--- src/inc/cmhl_pkg.sv ---
// Package: register map, field layout and event carrier for the history lists
package cmhl_pkg;

	// Printed register offsets are indices; byte address is four times this
	localparam logic [15:0] LAST_TX_IDX = 16'hFF42;
	localparam logic [15:0] RX_PORT_IDX = 16'hFF44;
	localparam logic [15:0] LAST_RX_IDX = 16'hFF9F;
	localparam logic [15:0] CTRL_IDX = 16'hFFA0;
	localparam logic [15:0] IRQ_STAT_IDX = 16'hFFA1;
	localparam logic [15:0] IRQ_MASK_IDX = 16'hFFA2;
	localparam logic [15:0] TX_PORT_IDX = 16'hFFA3;
	localparam int ADDR_W = 18;

	// History port layout
	localparam int PORT_OVF_BIT = 0;
	localparam int PORT_EMPTY_BIT = 1;
	localparam int PORT_DATA_LSB = 8;

	// Control register: bit 0 holds the block in initialization mode
	localparam int CTRL_INIT_BIT = 0;
	localparam logic [31:0] CTRL_RST = 32'h0000_0001;

	// Interrupt status and mask layout
	localparam int IRQ_W = 4;
	localparam int IRQ_RX_STORED = 0;
	localparam int IRQ_TX_DONE = 1;
	localparam int IRQ_RX_OVF = 2;
	localparam int IRQ_TX_OVF = 3;
	localparam logic [IRQ_W-1:0] IRQ_RST = 4'h0;

	// Entries kept in sequence before overflow
	localparam int RX_KEEP = 22;
	localparam int TX_KEEP = 6;
	localparam int BUF_NUM_W = 4;

	// One stored or transmitted frame, with its message buffer number
	typedef struct packed {
		logic valid;
		logic [BUF_NUM_W-1:0] buf_num;
	} cmhl_evt_type;

endpackage

--- src/design/cmhl_list.sv ---
// One history list: circular store of buffer numbers with overflow
`timescale 1ns/1ps
`default_nettype none
module cmhl_list #(
	parameter int KEEP = 22,
	parameter int PW = $clog2(KEEP)
) (
	// Clock and reset
	input wire logic i_clk,
	input wire logic i_rst_n,
	// Control
	input wire logic i_init,
	input wire logic i_take,
	input wire logic i_clr_ovf,
	input wire cmhl_pkg::cmhl_evt_type i_evt,
	// State
	output logic o_empty,
	output logic o_ovf,
	output logic [7:0] o_last,
	output logic [7:0] o_head,
	output logic [PW:0] o_count
);

	logic [cmhl_pkg::BUF_NUM_W-1:0] mem_q [KEEP];
	logic [cmhl_pkg::BUF_NUM_W-1:0] mem_d [KEEP];
	logic [PW-1:0] in_q, in_d, get_q, get_d, wr_idx;
	logic [PW:0] count_q, count_d;
	logic ovf_q, ovf_d, wr, take, full, seq;

	function automatic logic [PW-1:0] inc(input logic [PW-1:0] p);
		return (p == PW'(KEEP - 1)) ? '0 : p + 1'b1;
	endfunction

	function automatic logic [PW-1:0] dec(input logic [PW-1:0] p);
		return (p == '0) ? PW'(KEEP - 1) : p - 1'b1;
	endfunction

	////////////////////////////////////////////////////////////////////////
	// Pointer, count and overflow next state
	always_comb begin
		wr = i_evt.valid && !i_init;
		take = i_take && (count_q != '0);
		full = (count_q == (PW+1)'(KEEP));
		// Once full or overflowed, new numbers replace the newest entry
		seq = wr && !ovf_q && !full;
		wr_idx = seq ? in_q : dec(in_q);
		in_d = seq ? inc(in_q) : in_q;
		get_d = take ? inc(get_q) : get_q;
		count_d = count_q - (PW+1)'(take) + (PW+1)'(seq);
		ovf_d = ovf_q;
		if (i_clr_ovf)
			ovf_d = 1'b0;
		// Set wins over a clear in the same cycle
		if (wr && (ovf_q || full))
			ovf_d = 1'b1;
		if (i_init) begin
			in_d = '0;
			get_d = '0;
			count_d = '0;
			ovf_d = 1'b0;
		end
	end

	always_ff @(posedge i_clk or negedge i_rst_n) begin
		if (!i_rst_n) begin
			in_q <= '0;
			get_q <= '0;
			count_q <= '0;
			ovf_q <= 1'b0;
		end else begin
			in_q <= in_d;
			get_q <= get_d;
			count_q <= count_d;
			ovf_q <= ovf_d;
		end
	end

	////////////////////////////////////////////////////////////////////////
	// Entry storage; contents are undefined until first written
	for (genvar i = 0; i < KEEP; i++) begin : g_ent
		always_comb begin
			mem_d[i] = (wr && wr_idx == PW'(i)) ? i_evt.buf_num : mem_q[i];
		end
		always_ff @(posedge i_clk) begin
			mem_q[i] <= mem_d[i];
		end
	end

	// Outputs seen by the register file
	assign o_empty = (count_q == '0);
	assign o_ovf = ovf_q;
	assign o_count = count_q;
	assign o_last = 8'(mem_q[dec(in_q)]);
	assign o_head = 8'(mem_q[get_q]);

endmodule // cmhl_list
`default_nettype wire

--- src/design/cmhl_top.sv ---
// Receive and transmit message history lists behind an APB register file
//
// Functional notes
// - Last-received register returns the newest stored buffer number, 0 to 15.
// - Last-received value undefined before any store and after init exit.
// - Receive port bits 15:8 return the list entry at the get index.
// - Receive port bit 1 reads 0 with unread entries, else 1.
// - Overflow after 23 stores; 22 kept, later ones overwrite the newest.
// - Without overflow, unread entries stay and each new store is appended.
// - During overflow a store never clears the empty flag; reads still set it.
// - Writing 1 to receive port bit 0 clears overflow; 0 and others ignored.
// - Last-transmitted register returns the newest transmitted buffer number.
// - Last-transmitted value undefined before any transmit and after init exit.
// - Transmit empty flag is 0 with unread entries, 1 when all are read.
`timescale 1ns/1ps
`default_nettype none
module cmhl_top #(
	parameter int RX_KEEP = cmhl_pkg::RX_KEEP,
	parameter int TX_KEEP = cmhl_pkg::TX_KEEP
) (
	// Clock and reset
	input wire logic I_REF_CLK,
	input wire logic I_RESETN,
	// APB slave
	input wire logic I_PSEL,
	input wire logic I_PENABLE,
	input wire logic I_PWRITE,
	input wire logic [cmhl_pkg::ADDR_W-1:0] I_PADDR,
	input wire logic [31:0] I_PWDATA,
	output logic [31:0] O_PRDATA,
	output logic O_PREADY,
	output logic O_PSLVERR,
	// Frame events from the message buffers
	input wire cmhl_pkg::cmhl_evt_type I_RX_EVT,
	input wire cmhl_pkg::cmhl_evt_type I_TX_EVT,
	// Interrupt
	output logic O_IRQ
);

	localparam int RPW = $clog2(RX_KEEP);
	localparam int TPW = $clog2(TX_KEEP);

	logic [15:0] idx;
	logic setup, acc, rd_acc, wr_acc, mapped;
	logic sel_ltx, sel_rxp, sel_lrx, sel_ctrl, sel_stat, sel_mask, sel_txp;
	logic [31:0] prdata_q, prdata_d, ctrl_q, ctrl_d;
	logic snap_empty_q, snap_empty_d;
	logic [cmhl_pkg::IRQ_W-1:0] stat_q, stat_d, mask_q, mask_d, snap_q, snap_d;
	logic [cmhl_pkg::IRQ_W-1:0] evt;
	logic irq_q, irq_d, init;
	logic rx_empty, rx_ovf, tx_empty, tx_ovf, rx_ovf_q, tx_ovf_q;
	logic rx_take, tx_take, rx_clr;
	logic [7:0] rx_last, rx_head, tx_last, tx_head;
	logic [RPW:0] rx_count;
	logic [TPW:0] tx_count;

	////////////////////////////////////////////////////////////////////////
	// APB decode; every register is one aligned word
	assign idx = I_PADDR[cmhl_pkg::ADDR_W-1:2];
	assign setup = I_PSEL && !I_PENABLE;
	assign acc = I_PSEL && I_PENABLE;
	assign rd_acc = acc && !I_PWRITE;
	assign wr_acc = acc && I_PWRITE;
	assign sel_ltx = (idx == cmhl_pkg::LAST_TX_IDX);
	assign sel_rxp = (idx == cmhl_pkg::RX_PORT_IDX);
	assign sel_lrx = (idx == cmhl_pkg::LAST_RX_IDX);
	assign sel_ctrl = (idx == cmhl_pkg::CTRL_IDX);
	assign sel_stat = (idx == cmhl_pkg::IRQ_STAT_IDX);
	assign sel_mask = (idx == cmhl_pkg::IRQ_MASK_IDX);
	assign sel_txp = (idx == cmhl_pkg::TX_PORT_IDX);
	assign mapped = sel_ltx || sel_rxp || sel_lrx || sel_ctrl || sel_stat
		|| sel_mask || sel_txp;
	// Zero wait states: read data is latched in the setup cycle
	assign O_PREADY = 1'b1;
	assign O_PSLVERR = acc && !mapped;
	assign O_PRDATA = prdata_q;
	assign init = ctrl_q[cmhl_pkg::CTRL_INIT_BIT];

	////////////////////////////////////////////////////////////////////////
	// Read data and read side effects
	always_comb begin
		prdata_d = prdata_q;
		snap_empty_d = snap_empty_q;
		snap_d = snap_q;
		if (setup && !I_PWRITE) begin
			prdata_d = '0;
			snap_empty_d = sel_rxp ? rx_empty : tx_empty;
			snap_d = stat_q;
			if (sel_lrx)
				prdata_d[7:0] = rx_last;
			if (sel_ltx)
				prdata_d[7:0] = tx_last;
			if (sel_rxp) begin
				prdata_d[cmhl_pkg::PORT_DATA_LSB+:8] = rx_head;
				prdata_d[cmhl_pkg::PORT_EMPTY_BIT] = rx_empty;
				prdata_d[cmhl_pkg::PORT_OVF_BIT] = rx_ovf;
			end
			if (sel_txp) begin
				prdata_d[cmhl_pkg::PORT_DATA_LSB+:8] = tx_head;
				prdata_d[cmhl_pkg::PORT_EMPTY_BIT] = tx_empty;
				prdata_d[cmhl_pkg::PORT_OVF_BIT] = tx_ovf;
			end
			if (sel_ctrl)
				prdata_d = ctrl_q;
			if (sel_stat)
				prdata_d[cmhl_pkg::IRQ_W-1:0] = stat_q;
			if (sel_mask)
				prdata_d[cmhl_pkg::IRQ_W-1:0] = mask_q;
		end
	end

	// Advance only if the word handed out held a valid entry, so a store
	// landing between setup and access is never skipped unseen
	assign rx_take = rd_acc && sel_rxp && !snap_empty_q;
	assign tx_take = rd_acc && sel_txp && !snap_empty_q;
	assign rx_clr = wr_acc && sel_rxp
		&& I_PWDATA[cmhl_pkg::PORT_OVF_BIT];

	////////////////////////////////////////////////////////////////////////
	// Control, mask and interrupt status
	always_comb begin
		ctrl_d = ctrl_q;
		mask_d = mask_q;
		if (wr_acc && sel_ctrl)
			ctrl_d = {31'h0000_0000, I_PWDATA[cmhl_pkg::CTRL_INIT_BIT]};
		if (wr_acc && sel_mask)
			mask_d = I_PWDATA[cmhl_pkg::IRQ_W-1:0];
		evt = '0;
		evt[cmhl_pkg::IRQ_RX_STORED] = I_RX_EVT.valid && !init;
		evt[cmhl_pkg::IRQ_TX_DONE] = I_TX_EVT.valid && !init;
		evt[cmhl_pkg::IRQ_RX_OVF] = rx_ovf && !rx_ovf_q;
		evt[cmhl_pkg::IRQ_TX_OVF] = tx_ovf && !tx_ovf_q;
		// Read clears only what was shown; new events win over the clear
		stat_d = stat_q;
		if (rd_acc && sel_stat)
			stat_d = stat_q & ~snap_q;
		stat_d = stat_d | evt;
		irq_d = |(stat_d & mask_d);
	end

	always_ff @(posedge I_REF_CLK or negedge I_RESETN) begin
		if (!I_RESETN) begin
			prdata_q <= '0;
			snap_empty_q <= 1'b1;
			snap_q <= cmhl_pkg::IRQ_RST;
			ctrl_q <= cmhl_pkg::CTRL_RST;
			mask_q <= cmhl_pkg::IRQ_RST;
			stat_q <= cmhl_pkg::IRQ_RST;
			irq_q <= 1'b0;
			rx_ovf_q <= 1'b0;
			tx_ovf_q <= 1'b0;
		end else begin
			prdata_q <= prdata_d;
			snap_empty_q <= snap_empty_d;
			snap_q <= snap_d;
			ctrl_q <= ctrl_d;
			mask_q <= mask_d;
			stat_q <= stat_d;
			irq_q <= irq_d;
			rx_ovf_q <= rx_ovf;
			tx_ovf_q <= tx_ovf;
		end
	end

	assign O_IRQ = irq_q;

	////////////////////////////////////////////////////////////////////////
	// The two lists; init mode empties them, so last values go undefined
	cmhl_list #(.KEEP(RX_KEEP), .PW(RPW)) u_rx (
		.i_clk(I_REF_CLK),
		.i_rst_n(I_RESETN),
		.i_init(init),
		.i_take(rx_take),
		.i_clr_ovf(rx_clr),
		.i_evt(I_RX_EVT),
		.o_empty(rx_empty),
		.o_ovf(rx_ovf),
		.o_last(rx_last),
		.o_head(rx_head),
		.o_count(rx_count)
	);

	// Transmit overflow has no write clear here; init mode clears it
	cmhl_list #(.KEEP(TX_KEEP), .PW(TPW)) u_tx (
		.i_clk(I_REF_CLK),
		.i_rst_n(I_RESETN),
		.i_init(init),
		.i_take(tx_take),
		.i_clr_ovf(1'b0),
		.i_evt(I_TX_EVT),
		.o_empty(tx_empty),
		.o_ovf(tx_ovf),
		.o_last(tx_last),
		.o_head(tx_head),
		.o_count(tx_count)
	);
endmodule // cmhl_top
`default_nettype wire

--- config.mk ---
export PLATFORM = sky130hd
export DESIGN_NAME = cmhl_top
export DESIGN_NICKNAME = d
export VERILOG_FILES = /design/src/inc/cmhl_pkg.sv /design/src/design/cmhl_list.sv /design/src/design/cmhl_top.sv
export SDC_FILE = /design/constraint.sdc
export NUM_CORES = 1
export LEC_CHECK = 0
export BUFFER_PORTS_ARGS = -buffer_cell sky130_fd_sc_hd__buf_2
export CAP_MARGIN = 20
export CORE_MARGIN = 1.5
export CORE_UTILIZATION = 54
export CTS_CLUSTER_SIZE = 40
export DETAILED_ROUTE_END_ITERATION = 6
export MAX_ROUTING_LAYER = met4
export PLACE_DENSITY = 0.84
export SYNTH_ARGS = -nofsm -noshare
export SYNTH_HDL_FRONTEND = slang
export SYNTH_SLANG_ARGS = --single-unit
--- constraint.sdc ---
create_clock -name I_REF_CLK -period 3.3 [get_ports I_REF_CLK]
set_clock_uncertainty 0.1 [all_clocks]
set_input_delay 0.33 -clock I_REF_CLK [delete_from_list [all_inputs] [get_ports I_REF_CLK]]
set_output_delay 0.33 -clock I_REF_CLK [all_outputs]
set_load 0.05 [all_outputs]
-- Word level (Yosys, flattened, before mapping)
Memories as Yosys holds them, arrays and structs flattened.
Index checks and enable logic that the tools add are counted.
- memory bits (writable): 112
- register bits: 77
- output and inout port bits: 35
- memories kept: 2
- memories (name ; words ; width ; rd ports ; clocked after memory_dff ; wr ports ; RTL line ; text):
    u_rx.mem_q ; 22 ; 4 ; 2 ; 0 ; 1 ; cmhl_list.sv:24 ; logic [cmhl_pkg::BUF_NUM_W-1:0] mem_q [KEEP];
    u_tx.mem_q ; 6 ; 4 ; 2 ; 0 ; 1 ; cmhl_list.sv:24 ;
- add/sub/neg operators: 10
- multiplexer cells: 141
- reduce and logical (&&, ||, !) cells: 115
- bitwise operators: 4
- eq/ne operators: 67
- operators with widths (operator ; count):
    4-bit 2-to-1 mux ; 61
    5-bit 2-to-1 mux ; 29
    16-bit == test, second input constant ; 7
    4-bit OR reduction ; 27
    1-bit logical AND ; 55
    5-bit by 4-bit == test with 1-bit output, second input constant ; 8
    5-bit == test, second input constant ; 8
    3-bit 2-to-1 mux ; 13
    1-bit 2-to-1 mux ; 32
    1-bit inequality test, second input constant ; 28
    5-bit by 3-bit == test with 1-bit output, second input constant ; 4
    16-bit 2-to-1 mux ; 1
    8-bit 2-to-1 mux ; 2
    3-bit == test, second input constant ; 4
    1-bit zero test ; 11
    5-bit by 1-bit adder with 5-bit output, second input constant ; 2
    5-bit by 2-bit == test with 1-bit output, second input constant ; 2
    5-bit zero test ; 2
    2-bit nonzero test ; 5
    4-bit bitwise AND ; 2
    1-bit logical OR ; 8
    3-bit by 1-bit adder with 3-bit output, second input constant ; 2
    6-bit by 1-bit adder with 6-bit output ; 1
    3-bit by 2-bit == test with 1-bit output, second input constant ; 2
    19 further kinds ; 21

-- Depth between registers and ports, before layout
- depth in word-level cells: 30
- gate-level depth with buffers: 16
- gate-level depth less buffers: 16

-- Cells and area by module
Synthesis repeated with hierarchy kept, for this count alone.
- cell total of the unflattened synthesis: 860
- area, all modules: 10012.1 µm²
- modules (own cells, without submodules) (module ; cells an instance ; sequential area each (µm²) ; area an instance (µm²) ; instances):
    cmhl_list (u_rx) ; 481 ; 3067.9 ; 5911.9 ; 1
    cmhl_list (u_tx) ; 175 ; 996.0 ; 2072.0 ; 1
    cmhl_top ; 204 ; 828.3 ; 2028.2 ; 1

-- Worst setup path before layout
Ideal clock, no wire load.
- path type: in2reg
- start: input port I_PADDR[2] in the netlist's numbering
- end: register u_rx.count_q[5] (netlist: u_rx.o_count[5])
- setup time: 132 ps
- path slack: 55 ps
- path buffers: 1
- arrival: 3013 ps
- data required time: 3068 ps
- cell stages on the path: 14
- cell sequence: clkbuf_1 or4b_1 nor3_1 nand3_1 nor2b_1 ha_1 inv_1 ha_1 a21o_1 a21oi_1 o21bai_1 a21oi_1 xnor2_1 nor2_1
- word-level cells in the longest chain between the ends: 7
- RTL lines (element ; RTL line ; text):
    start: declaration ; cmhl_top.sv:28 ; input wire logic [cmhl_pkg::ADDR_W-1:0] I_PADDR,
    16-bit == test ; cmhl_top.sv:65 ; assign sel_rxp = (idx == cmhl_pkg::RX_PORT_IDX);
    1-bit logical AND (2 in a row) ; cmhl_top.sv:114 ; assign rx_take = rd_acc && sel_rxp && !snap_empty_q;
    1-bit logical AND ; cmhl_list.sv:42 ; take = i_take && (count_q != '0);
    6-bit by 1-bit subtractor with 6-bit output ; cmhl_list.sv:49 ; count_d = count_q - (PW+1)'(take) + (PW+1)'(seq);
    6-bit by 1-bit adder with 6-bit output ; cmhl_list.sv:49 ;
    6-bit 2-to-1 mux ; cmhl_list.sv:56 ; if (i_init) begin
    net u_rx.count_d[5] ; cmhl_list.sv:27 ; logic [PW:0] count_q, count_d;
    end signal: assignment ; cmhl_list.sv:73 ; count_q <= count_d;
    end: declaration ; cmhl_list.sv:27 ;
The timed path passes the listed nets, and every way through them passes these cells.
A chain may end at the register's enable or synchronous reset.

-- Final worst setup path
- start: register u_rx.count_q[3] (netlist: u_rx.o_count[3])
- end: memory u_rx.mem_q[3][1] in the netlist's numbering (enable)
- word-level cells in the longest chain between the ends: 29
- elaborated cells between the ends (all ways): 133
- those cells by class: eq/ne: 44; mux: 43; reduce/logical: 46
- RTL lines (element ; RTL line ; text):
    6-bit by 5-bit == test with 1-bit output (*) ; cmhl_list.sv:43 ; full = (count_q == (PW+1)'(KEEP));
    1-bit zero test (*) ; cmhl_list.sv:45 ; seq = wr && !ovf_q && !full;
    1-bit logical AND (*) ; cmhl_list.sv:45 ;
    5-bit 2-to-1 mux (*) ; cmhl_list.sv:46 ; wr_idx = seq ? in_q : dec(in_q);
    5-bit by 1-bit == test with 1-bit output ; cmhl_list.sv:82 ; mem_d[i] = (wr && wr_idx == PW'(i)) ? i_evt.buf_num : mem_q[i];
    1-bit logical AND ; cmhl_list.sv:82 ;
    1-bit inequality test (no source line) ; -- ;
    4-bit OR reduction (no source line) ; -- ;
    5-bit 2-to-1 mux (no source line) / 1-bit 2-to-1 mux (equally long branches) (21 in a row) ; -- ;
    end: declaration ; cmhl_list.sv:24 ;
Mark *: on every way between the ends. The rest lies on a longest branch, timed or not.

==> impl_results.md <==
- Status: finished, final reports clean
- Area growth, synth to finish: 12.1%
- Share of the synthesized area in the top cell type: 36.0%
- Clock sinks: 165
- Root Buffer: clkbuf_16
- Cell row count: 47
- Via Count: just over 7000
- Largest area contributor in the netlist: edfxtp_1
- Area contributors post-synth: edfxtp_1 36%, dfrtp_1 14%, mux4_2 7.9%
- GRT Util Overall: about 28%
- RSZ-0062 raised after global routing: false
- Startpoint Class: flip-flop
- Synth unique cells: 82
- Antenna violations before repair: 0
- Largest net degree at the start of global routing: 36
- Share of cells above drive strength 1: between 20% and 30%
- Fillers: approximately 1300
- Peak Freq: roughly 0.32 GHz
- Fin crit share: between 90% and 100%
- Yosys reg bits: 165
- Nets: 961
- WP data arrival: slightly above 3 ns
- Fraction of the yosys area taken by sequential cells: between 50% and 60%
- Die area: 0.0181 mm2
- Die Wd: between 100 and 150 um
- Setup TNS: 0 ns
- Mapped Cells: 816
- First-pass GRT wire length: 36800 um
- Final hold vios: 0
- CP Capture Type: flip-flop
- CTS H-Tree Depth: 4
- Core area: 0.0168 mm2
- N_diodes: 0
- EDFF count, synth: 112
- First-pass DRT Iterations: 5
- Initial DRC Count: just over 900
- Vias in the first global route: about 6900
- Clock transition at path regs: 0.07 ns
- Crit. Startpoint: u_rx.o_count[3]$_DFF_PN0_
- Ys async rst share: 32.1%
- Min-delay src: I_TX_EVT[1]
- Drt via density: around 6.5
- CTS tree: built
- TritonCTS buffer count: 17
- Min Tclk post-route: 3.12 ns
- Maximum Capacitance Violations: 0
- Leak pwr: around 4 nW
- Final WL: 23600 um
- Slew margin rel.: 42.8%
- Worst Path Required: 3.29 ns
- Initial Util: about 56%
- Routed len/inst: about 21 um
- Num ports: 100
- YS warnings: 0
- Post-route ant nets: 0
- Pwr/cell area: 826 mW/mm2
- Kind of critical path: flip-flop to flip-flop
- Post-Syn Area: 0.00935 mm2
- Clock buffer depth: 2
- Buffers on Ports: 44
- DRC violation count after routing: 0
- Worst Tran Pin Value: 0.858 ns
- Hold Path Class: input port to flip-flop
- RD Place Congestion: 0.952
- Worst-Skew Late Latency: around 0.43 ns
- Main synth FF type: edfxtp_1
- Commonest non-fill, non-tap cell in the layout: edfxtp_1
- Post-DP HPWL: 16800 um
- Finish-stage setup viols: 0
- Syn avg cell area: 11.5 um2
- Final Util: a little over three fifths
- Post-CTS Setup Inserts: 0
- CP max FO: 5
- Commonest cells after routing, fill and taps aside: 112 x edfxtp_1, 70 x nor2_1, 57 x nand2_1
- Final Max Slew Viols: 0
- R2R Path Start: u_rx.o_count[3]$_DFF_PN0_
- Max VDD drop: ~740 uV
- Die Height: 135 um
- Total grt overflow: 0
[metal layers]
metal,track usage [%],vias to the layer above,wire [um]
met5,-,-,0
met4,13.1,0,983
met2,42.2,497,11000
li1,-,3166,-
met3,4.92,95,2410
met1,36.5,3436,9230
[synthesized netlist by cell type, types with 22 or more instances]
| master | instances |
|---|---|
| a21oi_1 | 37 |
| buf_4 | 25 |
| clkbuf_1 | 33 |
| dfrtp_1 | 51 |
| edfxtp_1 | 112 |
| inv_1 | 32 |
| mux2i_1 | 27 |
| mux4_2 | 33 |
| nand2_1 | 57 |
| nand3_1 | 23 |
| nor2_1 | 70 |
| nor3_1 | 22 |
| o21ai_0 | 35 |
[final timing paths]
kind | cells past startpoint | end | slack (ns)
max | 9 | u_rx.mem_q[3][1]$_DFFE_PP_ | 0.18
min | 1 | u_tx.mem_q[3][1]$_DFFE_PP_ | 0.04
max reg2reg | 9 | u_rx.mem_q[3][1]$_DFFE_PP_ | 0.18
min reg2reg | 1 | stat_q[2]$_DFF_PN0_ | 0.37
max in group asynchronous | 3 | snap_empty_q$_DFFE_PN1P_ | 1.84
min in group asynchronous | 2 | stat_q[3]$_DFF_PN0_ | 0.42
[sequential cells by signal, indices dropped and copies added (netlist names)]
name,flops
u_rx.mem_q,88
u_rx.o_count,6
mask_q,4
u_rx.o_ovf,1
snap_q,4
u_rx.get_q,5
ctrl_q,1
u_tx.o_count,4
tx_ovf_q,1
u_tx.mem_q,24
u_tx.in_q,3
O_IRQ,1
snap_empty_q,1
stat_q,4
u_rx.in_q,5
u_tx.o_ovf,1
O_PRDATA,8
rx_ovf_q,1
u_tx.get_q,3
[final cells by class]
class / instances / area [um2] / share of cell area (%)
clock buffers: 18 / 450 / 4.30
well taps: 220 / 275 / 2.63
inverters: 32 / 120 / 1.15
clock inverters: 14 / 136 / 1.30
multi-input cells: 569 / 4240 / 40.5
repair buffers: 88 / 566 / 5.40
flip-flops and latches: 165 / 4690 / 44.8
[power breakdown]
part | switching (W) | internal, W | total [W]
clock network | 0.000864 | 0.00111 | 0.00197
logic | 0.00242 | 0.00153 | 0.00396
registers | 0.000186 | 0.00254 | 0.00273
[worst max-delay path, stage by stage, from the launching register on]
cell and delay [ns]:
dfrtp_1 0.36, inv_1 0.06, ha_1 0.22, and4b_1 0.23, nor3_1 0.46, buf_4 0.23
nor2_1 0.05, a21oi_1 0.31, nand3_1 0.35, nor2_1 0.40
[cells by family (layout without fill, tap and decap cells)]
kind of cell,Yosys count,after routing,share of synthesized area (%)
flops,165,165,50.2
buf+inv,105,152,5.47
xor+xnor,10,10,0.937
compound gates,172,172,12.4
fa+ha+maj,23,23,3.24
mux,77,77,13.0
simple gates,262,262,14.7
other cells,2,25,0.0803
[metrics by stage]
| step | power (W) | hold WS [ns] | instances | area (um2) | setup WS [ns] |
|---|---|---|---|---|---|
| after CTS | 0.00857 | 0.0300 | 1106 | 10500 | 0.169 |
| after floorplan | 0.00542 | -0.0656 | 839 | 9440 | 0.0552 |
| final | 0.00866 | 0.0437 | 1106 | 10500 | 0.183 |
| after detailed placement | 0.00657 | 0.356 | 1073 | 9880 | 0.0208 |
| after global routing | 0.00906 | 0.0419 | 1106 | 10500 | 0.00129 |
| after global placement | 0.00648 | 0.349 | 1073 | 9880 | 0.0965 |
[what timing repair did]
action	4_1_cts	5_1_grt
endpoints found under the setup margin	0	2
endpoints found under the hold margin	33	0
hold buffers	1	0
gates resized for setup	0	1
Note: power is estimated with default switching activity, not from simulation.
